--- src/rp_bridge_consts.svh ---
// constants for the root port host bridge
`ifndef RP_BRIDGE_CONSTS_SVH
`define RP_BRIDGE_CONSTS_SVH
`define ADDR_CEIL_LSB       43
`define ADDR_CEIL_MSB       63
`define CFG_COMPAT_LIMIT    12'h100
`define CFG_BLOCK_MSB       11
`define CFG_BUS_LSB         20
`define CFG_DEV_LSB         15
`define CFG_FN_LSB          12
`define CPL_SC              3'h0
`define CPL_UR              3'h1
`define CPL_CRS             3'h2
`define TRAIN_TIME_NS       1000
`define CLK_PERIOD_NS       10
`define TRAIN_CYCLES        (`TRAIN_TIME_NS / `CLK_PERIOD_NS)
`define RATE_GEN1           3'h0
`define RATE_GEN4           3'h3
`define RATE_GEN5           3'h4
`define EQ_TAP_W            6
`define EQ_FS_DEFAULT       6'h3f
`define EQ_LF_DEFAULT       6'h0a
`endif

--- src/rp_bridge_pkg.sv ---
// types for the root port host bridge
package rp_bridge_pkg;
    typedef struct packed {
        logic        valid;
        logic        write;
        logic [63:0] addr;
        logic [31:0] data;
    } upstream_req_type;
    typedef struct packed {
        logic        valid;
        logic        write;
        logic [7:0]  bus;
        logic [4:0]  dev;
        logic [2:0]  fn;
        logic [11:0] offset;
        logic        extended;
        logic [31:0] data;
    } cfg_cycle_type;
    typedef struct packed {
        logic [5:0] pre;
        logic [5:0] main;
        logic [5:0] post;
    } eq_taps_type;
    typedef enum logic [2:0] {
        link_detect, link_polling, link_config, link_eq3, link_up
    } link_state_type;
    typedef enum logic [1:0] {
        cfg_idle, cfg_issue, cfg_wait
    } cfg_state_type;
endpackage

--- src/rp_bridge.sv ---
// root port host bridge: address filter, config translation, link bring-up
// Operation
// - upstream read above 8192 GB ceiling gets Unsupported Request completion
// - upstream write above ceiling is dropped, never forwarded to memory
// - downstream 64-bit addresses always have bits 63:43 zero
// - first 256 bytes of each 4-KB config block alias legacy space
// - offsets 100h and above decode as extended config space
// - config cycle completing with retry status is issued again
// - link detects, negotiates and trains by itself after reset
// - memory-mapped config accesses become config cycles on the link
// - interrupts are plain message interrupts, no table variant
// - no hot-plug detection or slot control
// - bifurcated x16: second device lane 0 on port lane 8
// - reversed x8 on x16 port uses lanes 8:15, lane 15 is lane 0
// - reversed x4 on x8 port uses lanes 4:7, lane 7 is lane 0
// - 16 and 32 GT/s use 128b/130b encoding
// - x16 port runs 2.5, 5, 8, 16 and 32 GT/s
// - x8 port runs up to 16 GT/s, never 32 GT/s
// - three-tap transmit equalization bounded by swing and low-freq limits
// - far end performs adaptive phase 3 equalization, bridge applies the requested taps
// - multiple virtual channels only on fourth-generation port
// - high-speed ports lack time-value byte-order change, others have it
`timescale 1ns/1ns
`include "rp_bridge_consts.svh"
module rp_bridge #(
    parameter logic       IS_X16_PORT = 1'b1,
    parameter logic       IS_GEN4_PORT = 1'b0,
    parameter logic       IS_HIGH_SPEED = 1'b1
) (
    input  wire logic                          clk,
    input  wire logic                          rst,
    input  wire logic                          ce,
    input  wire rp_bridge_pkg::upstream_req_type up_req,
    input  wire logic                          mmcfg_valid,
    input  wire logic                          mmcfg_write,
    input  wire logic [27:0]                   mmcfg_addr,
    input  wire logic [31:0]                   mmcfg_wdata,
    input  wire logic                          cfg_cpl_valid,
    input  wire logic [2:0]                    cfg_cpl_status,
    input  wire logic [31:0]                   cfg_cpl_data,
    input  wire logic                          partner_present,
    input  wire logic [2:0]                    partner_max_rate,
    input  wire logic                          eq3_done,
    input  wire logic [1:0]                    lane_mode,
    input  wire rp_bridge_pkg::eq_taps_type    eq_req,
    input  wire logic [63:0]                   down_addr_in,
    output logic                               mem_fwd_valid,
    output logic                               mem_fwd_write,
    output logic [63:0]                        mem_fwd_addr,
    output logic                               up_cpl_valid,
    output logic [2:0]                         up_cpl_status,
    output rp_bridge_pkg::cfg_cycle_type       cfg_cycle,
    output logic                               mmcfg_done,
    output logic [31:0]                        mmcfg_rdata,
    output logic                               mmcfg_busy,
    output logic [63:0]                        down_addr,
    output rp_bridge_pkg::link_state_type      link_state,
    output logic [2:0]                         link_rate,
    output logic                               enc_128b130b,
    output rp_bridge_pkg::eq_taps_type         eq_taps,
    output logic [3:0]                         lane_map0,
    output logic                               msix_enable,
    output logic                               hotplug_cap,
    output logic                               multi_vc,
    output logic                               ptm_byte_order
);
    // address above the 8192 GB ceiling
    function automatic logic above_ceiling(input logic [63:0] a);
        above_ceiling = |a[`ADDR_CEIL_MSB:`ADDR_CEIL_LSB];
    endfunction

    // clamp a rate to what the port supports
    function automatic logic [2:0] port_rate(input logic [2:0] r);
        logic [2:0] top;
        top = IS_X16_PORT ? `RATE_GEN5 : `RATE_GEN4;
        port_rate = (r > top) ? top : r;
    endfunction

    // bound a tap by the swing and low-frequency limits
    function automatic logic [5:0] bound_tap(input logic [5:0] t, input logic [5:0] lim);
        bound_tap = (t > lim) ? lim : t;
    endfunction

    rp_bridge_pkg::cfg_state_type  cfg_state;
    rp_bridge_pkg::cfg_cycle_type  next_cfg;
    logic [15:0]                   train_cnt;
    logic                          pres_s1;
    logic                          pres_s2;
    logic                          pres_s3;
    logic                          pres_ok;

    always_ff @(posedge clk)
    begin
        if (rst)
        begin
            mem_fwd_valid <= 1'b0;
            mem_fwd_write <= 1'b0;
            mem_fwd_addr  <= 64'h0;
            up_cpl_valid  <= 1'b0;
            up_cpl_status <= `CPL_SC;
        end
        else if (ce)
        begin
            mem_fwd_valid <= up_req.valid && !above_ceiling(up_req.addr);
            mem_fwd_write <= up_req.write;
            mem_fwd_addr  <= up_req.addr;
            up_cpl_valid  <= up_req.valid && !up_req.write && above_ceiling(up_req.addr);
            up_cpl_status <= (up_req.valid && above_ceiling(up_req.addr)) ? `CPL_UR : `CPL_SC;
        end
    end

    always_ff @(posedge clk)
    begin
        if (rst)
            down_addr <= 64'h0;
        else if (ce)
        begin
            down_addr <= down_addr_in;
            down_addr[`ADDR_CEIL_MSB:`ADDR_CEIL_LSB] <= '0;
        end
    end

    always_comb
    begin
        next_cfg          = '0;
        next_cfg.valid    = 1'b1;
        next_cfg.write    = mmcfg_write;
        next_cfg.bus      = mmcfg_addr[27:`CFG_BUS_LSB];
        next_cfg.dev      = mmcfg_addr[19:`CFG_DEV_LSB];
        next_cfg.fn       = mmcfg_addr[14:`CFG_FN_LSB];
        next_cfg.offset   = {mmcfg_addr[`CFG_BLOCK_MSB:2], 2'b00};
        next_cfg.extended = next_cfg.offset >= `CFG_COMPAT_LIMIT;
        next_cfg.data     = mmcfg_wdata;
    end

    always_ff @(posedge clk)
    begin
        if (rst)
        begin
            cfg_state   <= rp_bridge_pkg::cfg_idle;
            cfg_cycle   <= '0;
            mmcfg_done  <= 1'b0;
            mmcfg_rdata <= 32'h0;
            mmcfg_busy  <= 1'b0;
        end
        else if (ce)
        begin
            mmcfg_done      <= 1'b0;
            cfg_cycle.valid <= 1'b0;
            case (cfg_state)
                rp_bridge_pkg::cfg_idle:
                    if (mmcfg_valid && link_state == rp_bridge_pkg::link_up)
                    begin
                        cfg_cycle  <= next_cfg;
                        mmcfg_busy <= 1'b1;
                        cfg_state  <= rp_bridge_pkg::cfg_wait;
                    end
                rp_bridge_pkg::cfg_issue:
                begin
                    cfg_cycle.valid <= 1'b1;
                    cfg_state       <= rp_bridge_pkg::cfg_wait;
                end
                rp_bridge_pkg::cfg_wait:
                    if (cfg_cpl_valid)
                    begin
                        if (cfg_cpl_status == `CPL_CRS)
                            cfg_state <= rp_bridge_pkg::cfg_issue;
                        else
                        begin
                            mmcfg_rdata <= (cfg_cpl_status == `CPL_SC) ? cfg_cpl_data
                                                                       : 32'hffffffff;
                            mmcfg_done  <= 1'b1;
                            mmcfg_busy  <= 1'b0;
                            cfg_state   <= rp_bridge_pkg::cfg_idle;
                        end
                    end
                default:
                    cfg_state <= rp_bridge_pkg::cfg_idle;
            endcase
        end
    end

    // partner presence synchroniser
    always_ff @(posedge clk)
    begin
        if (rst)
        begin
            pres_s1 <= 1'b0;
            pres_s2 <= 1'b0;
            pres_s3 <= 1'b0;
            pres_ok <= 1'b0;
        end
        else if (ce)
        begin
            pres_s1 <= partner_present;
            pres_s2 <= pres_s1;
            pres_s3 <= pres_s2;
            if (pres_s2 == pres_s3)
                pres_ok <= pres_s3;
        end
    end

    always_ff @(posedge clk)
    begin
        if (rst)
        begin
            link_state   <= rp_bridge_pkg::link_detect;
            train_cnt    <= 16'h0;
            link_rate    <= `RATE_GEN1;
            enc_128b130b <= 1'b0;
        end
        else if (ce)
        begin
            case (link_state)
                rp_bridge_pkg::link_detect:
                    if (pres_ok)
                    begin
                        train_cnt  <= 16'h0;
                        link_state <= rp_bridge_pkg::link_polling;
                    end
                rp_bridge_pkg::link_polling:
                    if (train_cnt == 16'(`TRAIN_CYCLES - 1))
                        link_state <= rp_bridge_pkg::link_config;
                    else
                        train_cnt <= train_cnt + 16'h1;
                rp_bridge_pkg::link_config:
                begin
                    link_rate    <= port_rate(partner_max_rate);
                    enc_128b130b <= port_rate(partner_max_rate) >= `RATE_GEN4;
                    link_state   <= rp_bridge_pkg::link_eq3;
                end
                rp_bridge_pkg::link_eq3:
                    if (eq3_done)
                        link_state <= rp_bridge_pkg::link_up;
                rp_bridge_pkg::link_up:
                    if (!pres_ok)
                    begin
                        link_state   <= rp_bridge_pkg::link_detect;
                        link_rate    <= `RATE_GEN1;
                        enc_128b130b <= 1'b0;
                    end
                default:
                    link_state <= rp_bridge_pkg::link_detect;
            endcase
        end
    end

    always_ff @(posedge clk)
    begin
        if (rst)
            eq_taps <= '0;
        else if (ce && link_state == rp_bridge_pkg::link_eq3)
        begin
            eq_taps.pre  <= bound_tap(eq_req.pre, `EQ_LF_DEFAULT);
            eq_taps.main <= bound_tap(eq_req.main, `EQ_FS_DEFAULT);
            eq_taps.post <= bound_tap(eq_req.post, `EQ_LF_DEFAULT);
        end
    end

    // lane mapping: 0 normal, 1 bifurcated, 2 reversed
    always_ff @(posedge clk)
    begin
        if (rst)
            lane_map0 <= 4'h0;
        else if (ce)
        begin
            case (lane_mode)
                2'h1:    lane_map0 <= IS_X16_PORT ? 4'h8 : 4'h4;
                2'h2:    lane_map0 <= IS_X16_PORT ? 4'hf : 4'h7;
                default: lane_map0 <= 4'h0;
            endcase
        end
    end

    always_ff @(posedge clk)
    begin
        if (rst)
        begin
            msix_enable    <= 1'b0;
            hotplug_cap    <= 1'b0;
            multi_vc       <= 1'b0;
            ptm_byte_order <= 1'b0;
        end
        else if (ce)
        begin
            msix_enable    <= 1'b0;
            hotplug_cap    <= 1'b0;
            multi_vc       <= IS_GEN4_PORT;
            ptm_byte_order <= !IS_HIGH_SPEED;
        end
    end

    // read above ceiling answered next cycle
    AST_UR_READ: assert property (@(posedge clk) disable iff (rst)
        ce && up_req.valid && !up_req.write && above_ceiling(up_req.addr)
        |=> up_cpl_valid && up_cpl_status == `CPL_UR)
        else $error("read above ceiling not refused");
    AST_DROP_WRITE: assert property (@(posedge clk) disable iff (rst)
        ce && up_req.valid && up_req.write && above_ceiling(up_req.addr) |=> !mem_fwd_valid)
        else $error("write above ceiling forwarded");
    AST_DOWN_ZERO: assert property (@(posedge clk) disable iff (rst)
        !above_ceiling(down_addr)) else $error("downstream address above ceiling");
    AST_EXT_DECODE: assert property (@(posedge clk) disable iff (rst)
        cfg_cycle.valid |-> cfg_cycle.extended == (cfg_cycle.offset >= `CFG_COMPAT_LIMIT))
        else $error("extended decode wrong");
    AST_RETRY: assert property (@(posedge clk) disable iff (rst)
        ce && cfg_state == rp_bridge_pkg::cfg_wait && cfg_cpl_valid
        && cfg_cpl_status == `CPL_CRS ##1 ce |=> cfg_cycle.valid)
        else $error("retry not reissued");
    AST_RATE_CAP: assert property (@(posedge clk) disable iff (rst)
        link_rate <= (IS_X16_PORT ? `RATE_GEN5 : `RATE_GEN4)) else $error("rate above port limit");
    AST_ENCODING: assert property (@(posedge clk) disable iff (rst)
        link_state == rp_bridge_pkg::link_up |-> enc_128b130b == (link_rate >= `RATE_GEN4))
        else $error("encoding mismatch");
    AST_NO_MSIX: assert property (@(posedge clk) disable iff (rst)
        !msix_enable && !hotplug_cap) else $error("unsupported capability set");
    COV_UR: cover property (@(posedge clk) up_cpl_valid && up_cpl_status == `CPL_UR);
    COV_RETRY: cover property (@(posedge clk)
        cfg_state == rp_bridge_pkg::cfg_issue);
    COV_LINK_UP: cover property (@(posedge clk) link_state == rp_bridge_pkg::link_up);
endmodule // rp_bridge

--- config.mk ---
export PLATFORM = sky130hd
export DESIGN_NAME = rp_bridge
export DESIGN_NICKNAME = d
export VERILOG_FILES = /design/src/rp_bridge_pkg.sv /design/src/rp_bridge.sv
export VERILOG_INCLUDE_DIRS = /design/src /design/src/src
export SDC_FILE = /design/constraint.sdc
export NUM_CORES = 1
export LEC_CHECK = 0
export BUFFER_PORTS_ARGS = -buffer_cell sky130_fd_sc_hd__buf_2
export CAP_MARGIN = 30
export CORE_AREA = 2 2 213 215
export DETAILED_ROUTE_END_ITERATION = 6
export DIE_AREA = 0 0 215 217
export GPL_TIMING_DRIVEN = 0
export PLACE_DENSITY = 0.49
export SLEW_MARGIN = 0
export SYNTH_ARGS = -nofsm -noshare
export SYNTH_HDL_FRONTEND = slang
export SYNTH_SLANG_ARGS = --single-unit
--- constraint.sdc ---
create_clock -name clk -period 3.6 [get_ports clk]
set_clock_uncertainty 0.05 [all_clocks]
set_input_delay 0.36 -clock clk [delete_from_list [all_inputs] [get_ports clk]]
set_output_delay 0.36 -clock clk [all_outputs]
set_load 0.01 [all_outputs]
==> results summary <==
The number of buffers inserted during clock tree synthesis came out at 31. The synthesized netlist contains between 50 and 60 unique library cells. The total area inside the core boundary comes to 44,700 sq um. The clock passes through at most 3 buffers. The die area came out at 46,660 sq um. Adding up every negative setup slack in the final design gives 0 ps. In this run, synthesis produced a sequential element count of 255. In this run the number of H-tree levels came out at 1. Setup violations remaining at the end of the flow were counted as 0. Clock-pin slew was measured on the worst setup and hold paths at 60 ps. The detailed-route wire length per cell is 16.07 um. The die is 215 um wide. The critical path arrival came out at 2560 ps. The wire length of the first global-routing pass is 57,300 um. The max-capacitance violation count is 0. The hold violation total from the final report is 0. The path with the worst hold slack has its endpoint at mem_fwd_addr[40]$_SDFFE_PP0P_. In this run the critical register-to-register path is launched from link_state[0]$_SDFFE_PP0P_.

Data on the critical path is required at its endpoint by between 3000 and 4000 ps. The placement-stage worst setup slack came out at around 1100 ps. The first-pass iteration count of the detailed router came out at 4. The pin count of the biggest net entering global routing came out at 16. The die height is ~220 um. Leaving out fill and tap cells, the most frequent cell in the layout is sky130_fd_sc_hd__buf_2.

The synthesis-to-layout area growth is 64.84%. The starting density of the core is 0.2150. The worst register-to-register path ends at cfg_cycle[61]$_SDFFE_PP0P_. The worst-case hold slack is 37.75 ps. The detail-routed via count per cell came out at 4.180. 552 I/O pins were placed. The number of instances in the synthesized netlist came out at 1,023.

The met3 usage came out at 0.03690. The setup path with the least slack is of type flip-flop to flip-flop. The number of vias after detailed routing is 9,935. The number of buffers inserted by port buffering is ~470.

Of all nets on the critical path, the largest fanout is 10. The root buffer cell chosen for the clock tree is sky130_fd_sc_hd__clkbuf_16. The number of global-route vias before repair was roughly 10,000. The global router's overall resource usage is 0.1562. The most used flip-flop cell after synthesis is sky130_fd_sc_hd__dfxtp_1.

The global placement routability congestion is ~0.80. The count of nets left with antenna violations after detail routing came out at 0. For this run, global-route usage on met2 was measured as 0.2766. The worst setup path is launched from a flip-flop. In this run the tightest slew margin relative to its limit is 0.4271.

The hold-fix buffer count after cts is 203. The count of cells resized by post-cts repair came out at 0. The instance count along the most critical hold path is 3.

The setup fix buffers added after clock tree synthesis came out at 0. The post-synthesis sequential area ratio is 0.5313. The number of DRC violations after detailed routing is 0. The flow ran to the end, and the final reports show no timing, DRC or antenna violations. The total overflow left after global routing is 0. In this run the worst hold path is classified as input pin to flip-flop.

The global routing stage identified its most utilized layer as met2. For the finished layout, the period the worst path requires is 2188 ps. The routed wire length is ~38,000 um. In this run the most critical hold path is launched from up_req[72].

In the final layout, the share of cells above drive strength 1 is 0.3296. The half-perimeter wire length of the detailed placement result is 28,040 um. The peak supply drop is between 200 and 300 uV. STA classifies the critical path endpoint as a flip-flop.

Yosys mapped a number of flops with a built-in enable equal to 0. For this design, the sink count on the clock tree is 255. In the synthesized netlist the async set-or-reset flop fraction comes to 0.

The final layout contains 2,045 nets. Measured in cells, the most critical reg-to-reg path has a length of 8. The cell area that synthesis handed to floorplanning was roughly 9600 sq um. Across all register-to-register paths, the minimum setup slack is 1410 ps. The highest clock frequency the design can meet came out at 456.9 MHz.

For this run, global-route usage on met1 was measured as 0.1842. The number of pins exceeding their max-slew limit in the final report is 0. The cell area power density came out at 424.7 nW/um^2. After layout, the worst setup slack is 1412 ps. The average footprint of a synthesized cell came out at 9.392 sq um.

In the layout the commonest cells are sky130_fd_sc_hd__buf_2, sky130_fd_sc_hd__dfxtp_1, sky130_fd_sc_hd__dlygate4sd3_1. In this run the static leakage power is 7.462 nW. For the pin with the worst max-slew slack, the measured transition is between 800 and 900 ps. The initial antenna violation count is 3.

The Yosys step of the flow raised 0 warnings. The final cycle utilization of the critical path is 0.6079. The clock tree from TritonCTS is built. The clock network latency to the later pin of the worst-skew pair came out at 570 ps. In this run, the number of DRC markers left after iteration 0 of detailed routing was between 300 and 400.

Setup repair after global routing left no endpoint under its margin. The floorplan has 78 rows.
-- power by group --
group	leakage [nW]	switching, W	internal, W	total [W]
Combinational	4.91	0.000336	0.000395	0.000731
Sequential	2.08	0.0000417	0.00290	0.00294
Clock	0.476	0.00124	0.00182	0.00306
Total	7.46	0.00162	0.00511	0.00673
-- layout make-up --
type	count	area, sq um
inverter	8	30.03
buffer	100	543.0
tap	600	750.7
clock inverter	9	107.6
timing repair buffer	671	4387
multi-input combinational	688	4035
clock buffer	44	874.6
antenna	2	5.005
fill	4659	28860
sequential	255	5105
-- synth_stat cells, types with 2 or more instances --
cell type,n,area [sq um]
sky130_fd_sc_hd__a2111oi_0,2,17.52
sky130_fd_sc_hd__a211o_1,3,26.28
sky130_fd_sc_hd__a211oi_1,4,30.03
sky130_fd_sc_hd__a21o_1,3,22.52
sky130_fd_sc_hd__a21oi_1,83,415.4
sky130_fd_sc_hd__a22oi_1,3,22.52
sky130_fd_sc_hd__a31oi_1,7,43.79
sky130_fd_sc_hd__a41oi_1,2,17.52
sky130_fd_sc_hd__and3_1,6,37.54
sky130_fd_sc_hd__buf_1,2,7.510
sky130_fd_sc_hd__buf_2,29,145.1
sky130_fd_sc_hd__buf_4,33,247.7
sky130_fd_sc_hd__clkbuf_1,35,131.4
sky130_fd_sc_hd__dfxtp_1,255,5105
sky130_fd_sc_hd__ha_1,2,25.02
sky130_fd_sc_hd__inv_1,7,26.28
sky130_fd_sc_hd__mux2i_1,115,1151
sky130_fd_sc_hd__nand2_1,160,600.6
sky130_fd_sc_hd__nand2b_1,2,12.51
sky130_fd_sc_hd__nand3_1,11,55.05
sky130_fd_sc_hd__nand4_1,11,68.82
sky130_fd_sc_hd__nand4b_1,2,17.52
sky130_fd_sc_hd__nor2_1,141,529.3
sky130_fd_sc_hd__nor3_1,6,30.03
sky130_fd_sc_hd__nor3b_1,4,30.03
sky130_fd_sc_hd__nor4_1,7,43.79
sky130_fd_sc_hd__nor4b_1,2,17.52
sky130_fd_sc_hd__o21a_1,3,22.52
sky130_fd_sc_hd__o21ai_0,19,95.09
sky130_fd_sc_hd__o21ai_1,7,35.03
sky130_fd_sc_hd__o221a_1,30,337.8
sky130_fd_sc_hd__o221a_2,2,22.52
sky130_fd_sc_hd__o41ai_1,2,17.52
sky130_fd_sc_hd__or4_1,3,22.52
-- stage by stage --
step	std cells	total power (W)	area, sq um	utilization
6_report	2377	0.006727	15840	0.3543
5_1_grt	2375	0.007012	15830	0.3542
4_1_cts	2374	0.006849	15830	0.3540
3_5_place_dp	2118	0.003557	12810	0.2866
3_3_place_gp	2117	0.003548	12800	0.2863
2_1_floorplan	1051	0.003254	9713	-
-- logic make-up (layout without fill, tap and decap cells) --
logic type / Yosys count / in the layout / synth area share
xor+xnor: 1 / 1 / 0.0009117
compound gates: 176 / 176 / 0.1228
flops: 255 / 255 / 0.5313
fa+ha+maj: 2 / 2 / 0.002604
simple gates: 364 / 364 / 0.1614
mux: 116 / 116 / 0.1210
buf+inv: 108 / 832 / 0.05964
other cells: 1 / 31 / 0.0003903
-- per-layer routing --
| layer | vias to the layer above | part of all wire |
|---|---|---|
| met5 | - | 0.00034 |
| met4 | 2 | 0.030 |
| li1 | 4931 | - |
| met1 | 4556 | 0.42 |
| met2 | 384 | 0.48 |
| met3 | 62 | 0.072 |
-- worst max path at each step --
stage,slack (ps),end,cells after the start,start
3_3_place_gp,1070,mmcfg_rdata[8]$_SDFFE_PP0P_,7,ce
6_report,1410,cfg_cycle[61]$_SDFFE_PP0P_,8,link_state[0]$_SDFFE_PP0P_
2_1_floorplan,1820,train_cnt[15]$_SDFFE_PP0P_,8,train_cnt[0]$_SDFFE_PP0P_
3_5_place_dp,1060,mem_fwd_addr[60]$_SDFFE_PP0P_,4,rst
5_1_grt,1250,mmcfg_rdata[11]$_SDFFE_PP0P_,6,cfg_state[0]$_SDFFE_PP0P_
4_1_cts,1100,cfg_cycle[39]$_SDFFE_PP0P_,7,link_state[0]$_SDFFE_PP0P_
-- worst max-delay path, stage by stage (launching register included) --
cell and delay, ps:
sky130_fd_sc_hd__dfxtp_1 310, sky130_fd_sc_hd__buf_4 170, sky130_fd_sc_hd__nor2_4 250, sky130_fd_sc_hd__nand3_1 170, sky130_fd_sc_hd__or4_1 420, sky130_fd_sc_hd__clkbuf_1 240, sky130_fd_sc_hd__buf_2 270, sky130_fd_sc_hd__nand2_1 100
sky130_fd_sc_hd__a21oi_1 60
-- flip-flops by register name (all words and copies together), names as in the netlist, 2 cells and up --
signal / count
link_state: 3
train_cnt: 16
lane_map0: 2
mmcfg_rdata: 32
link_rate: 3
cfg_state: 2
cfg_cycle: 61
eq_taps: 18
down_addr: 43
mem_fwd_addr: 64
Power figures use the tool's default switching activity.
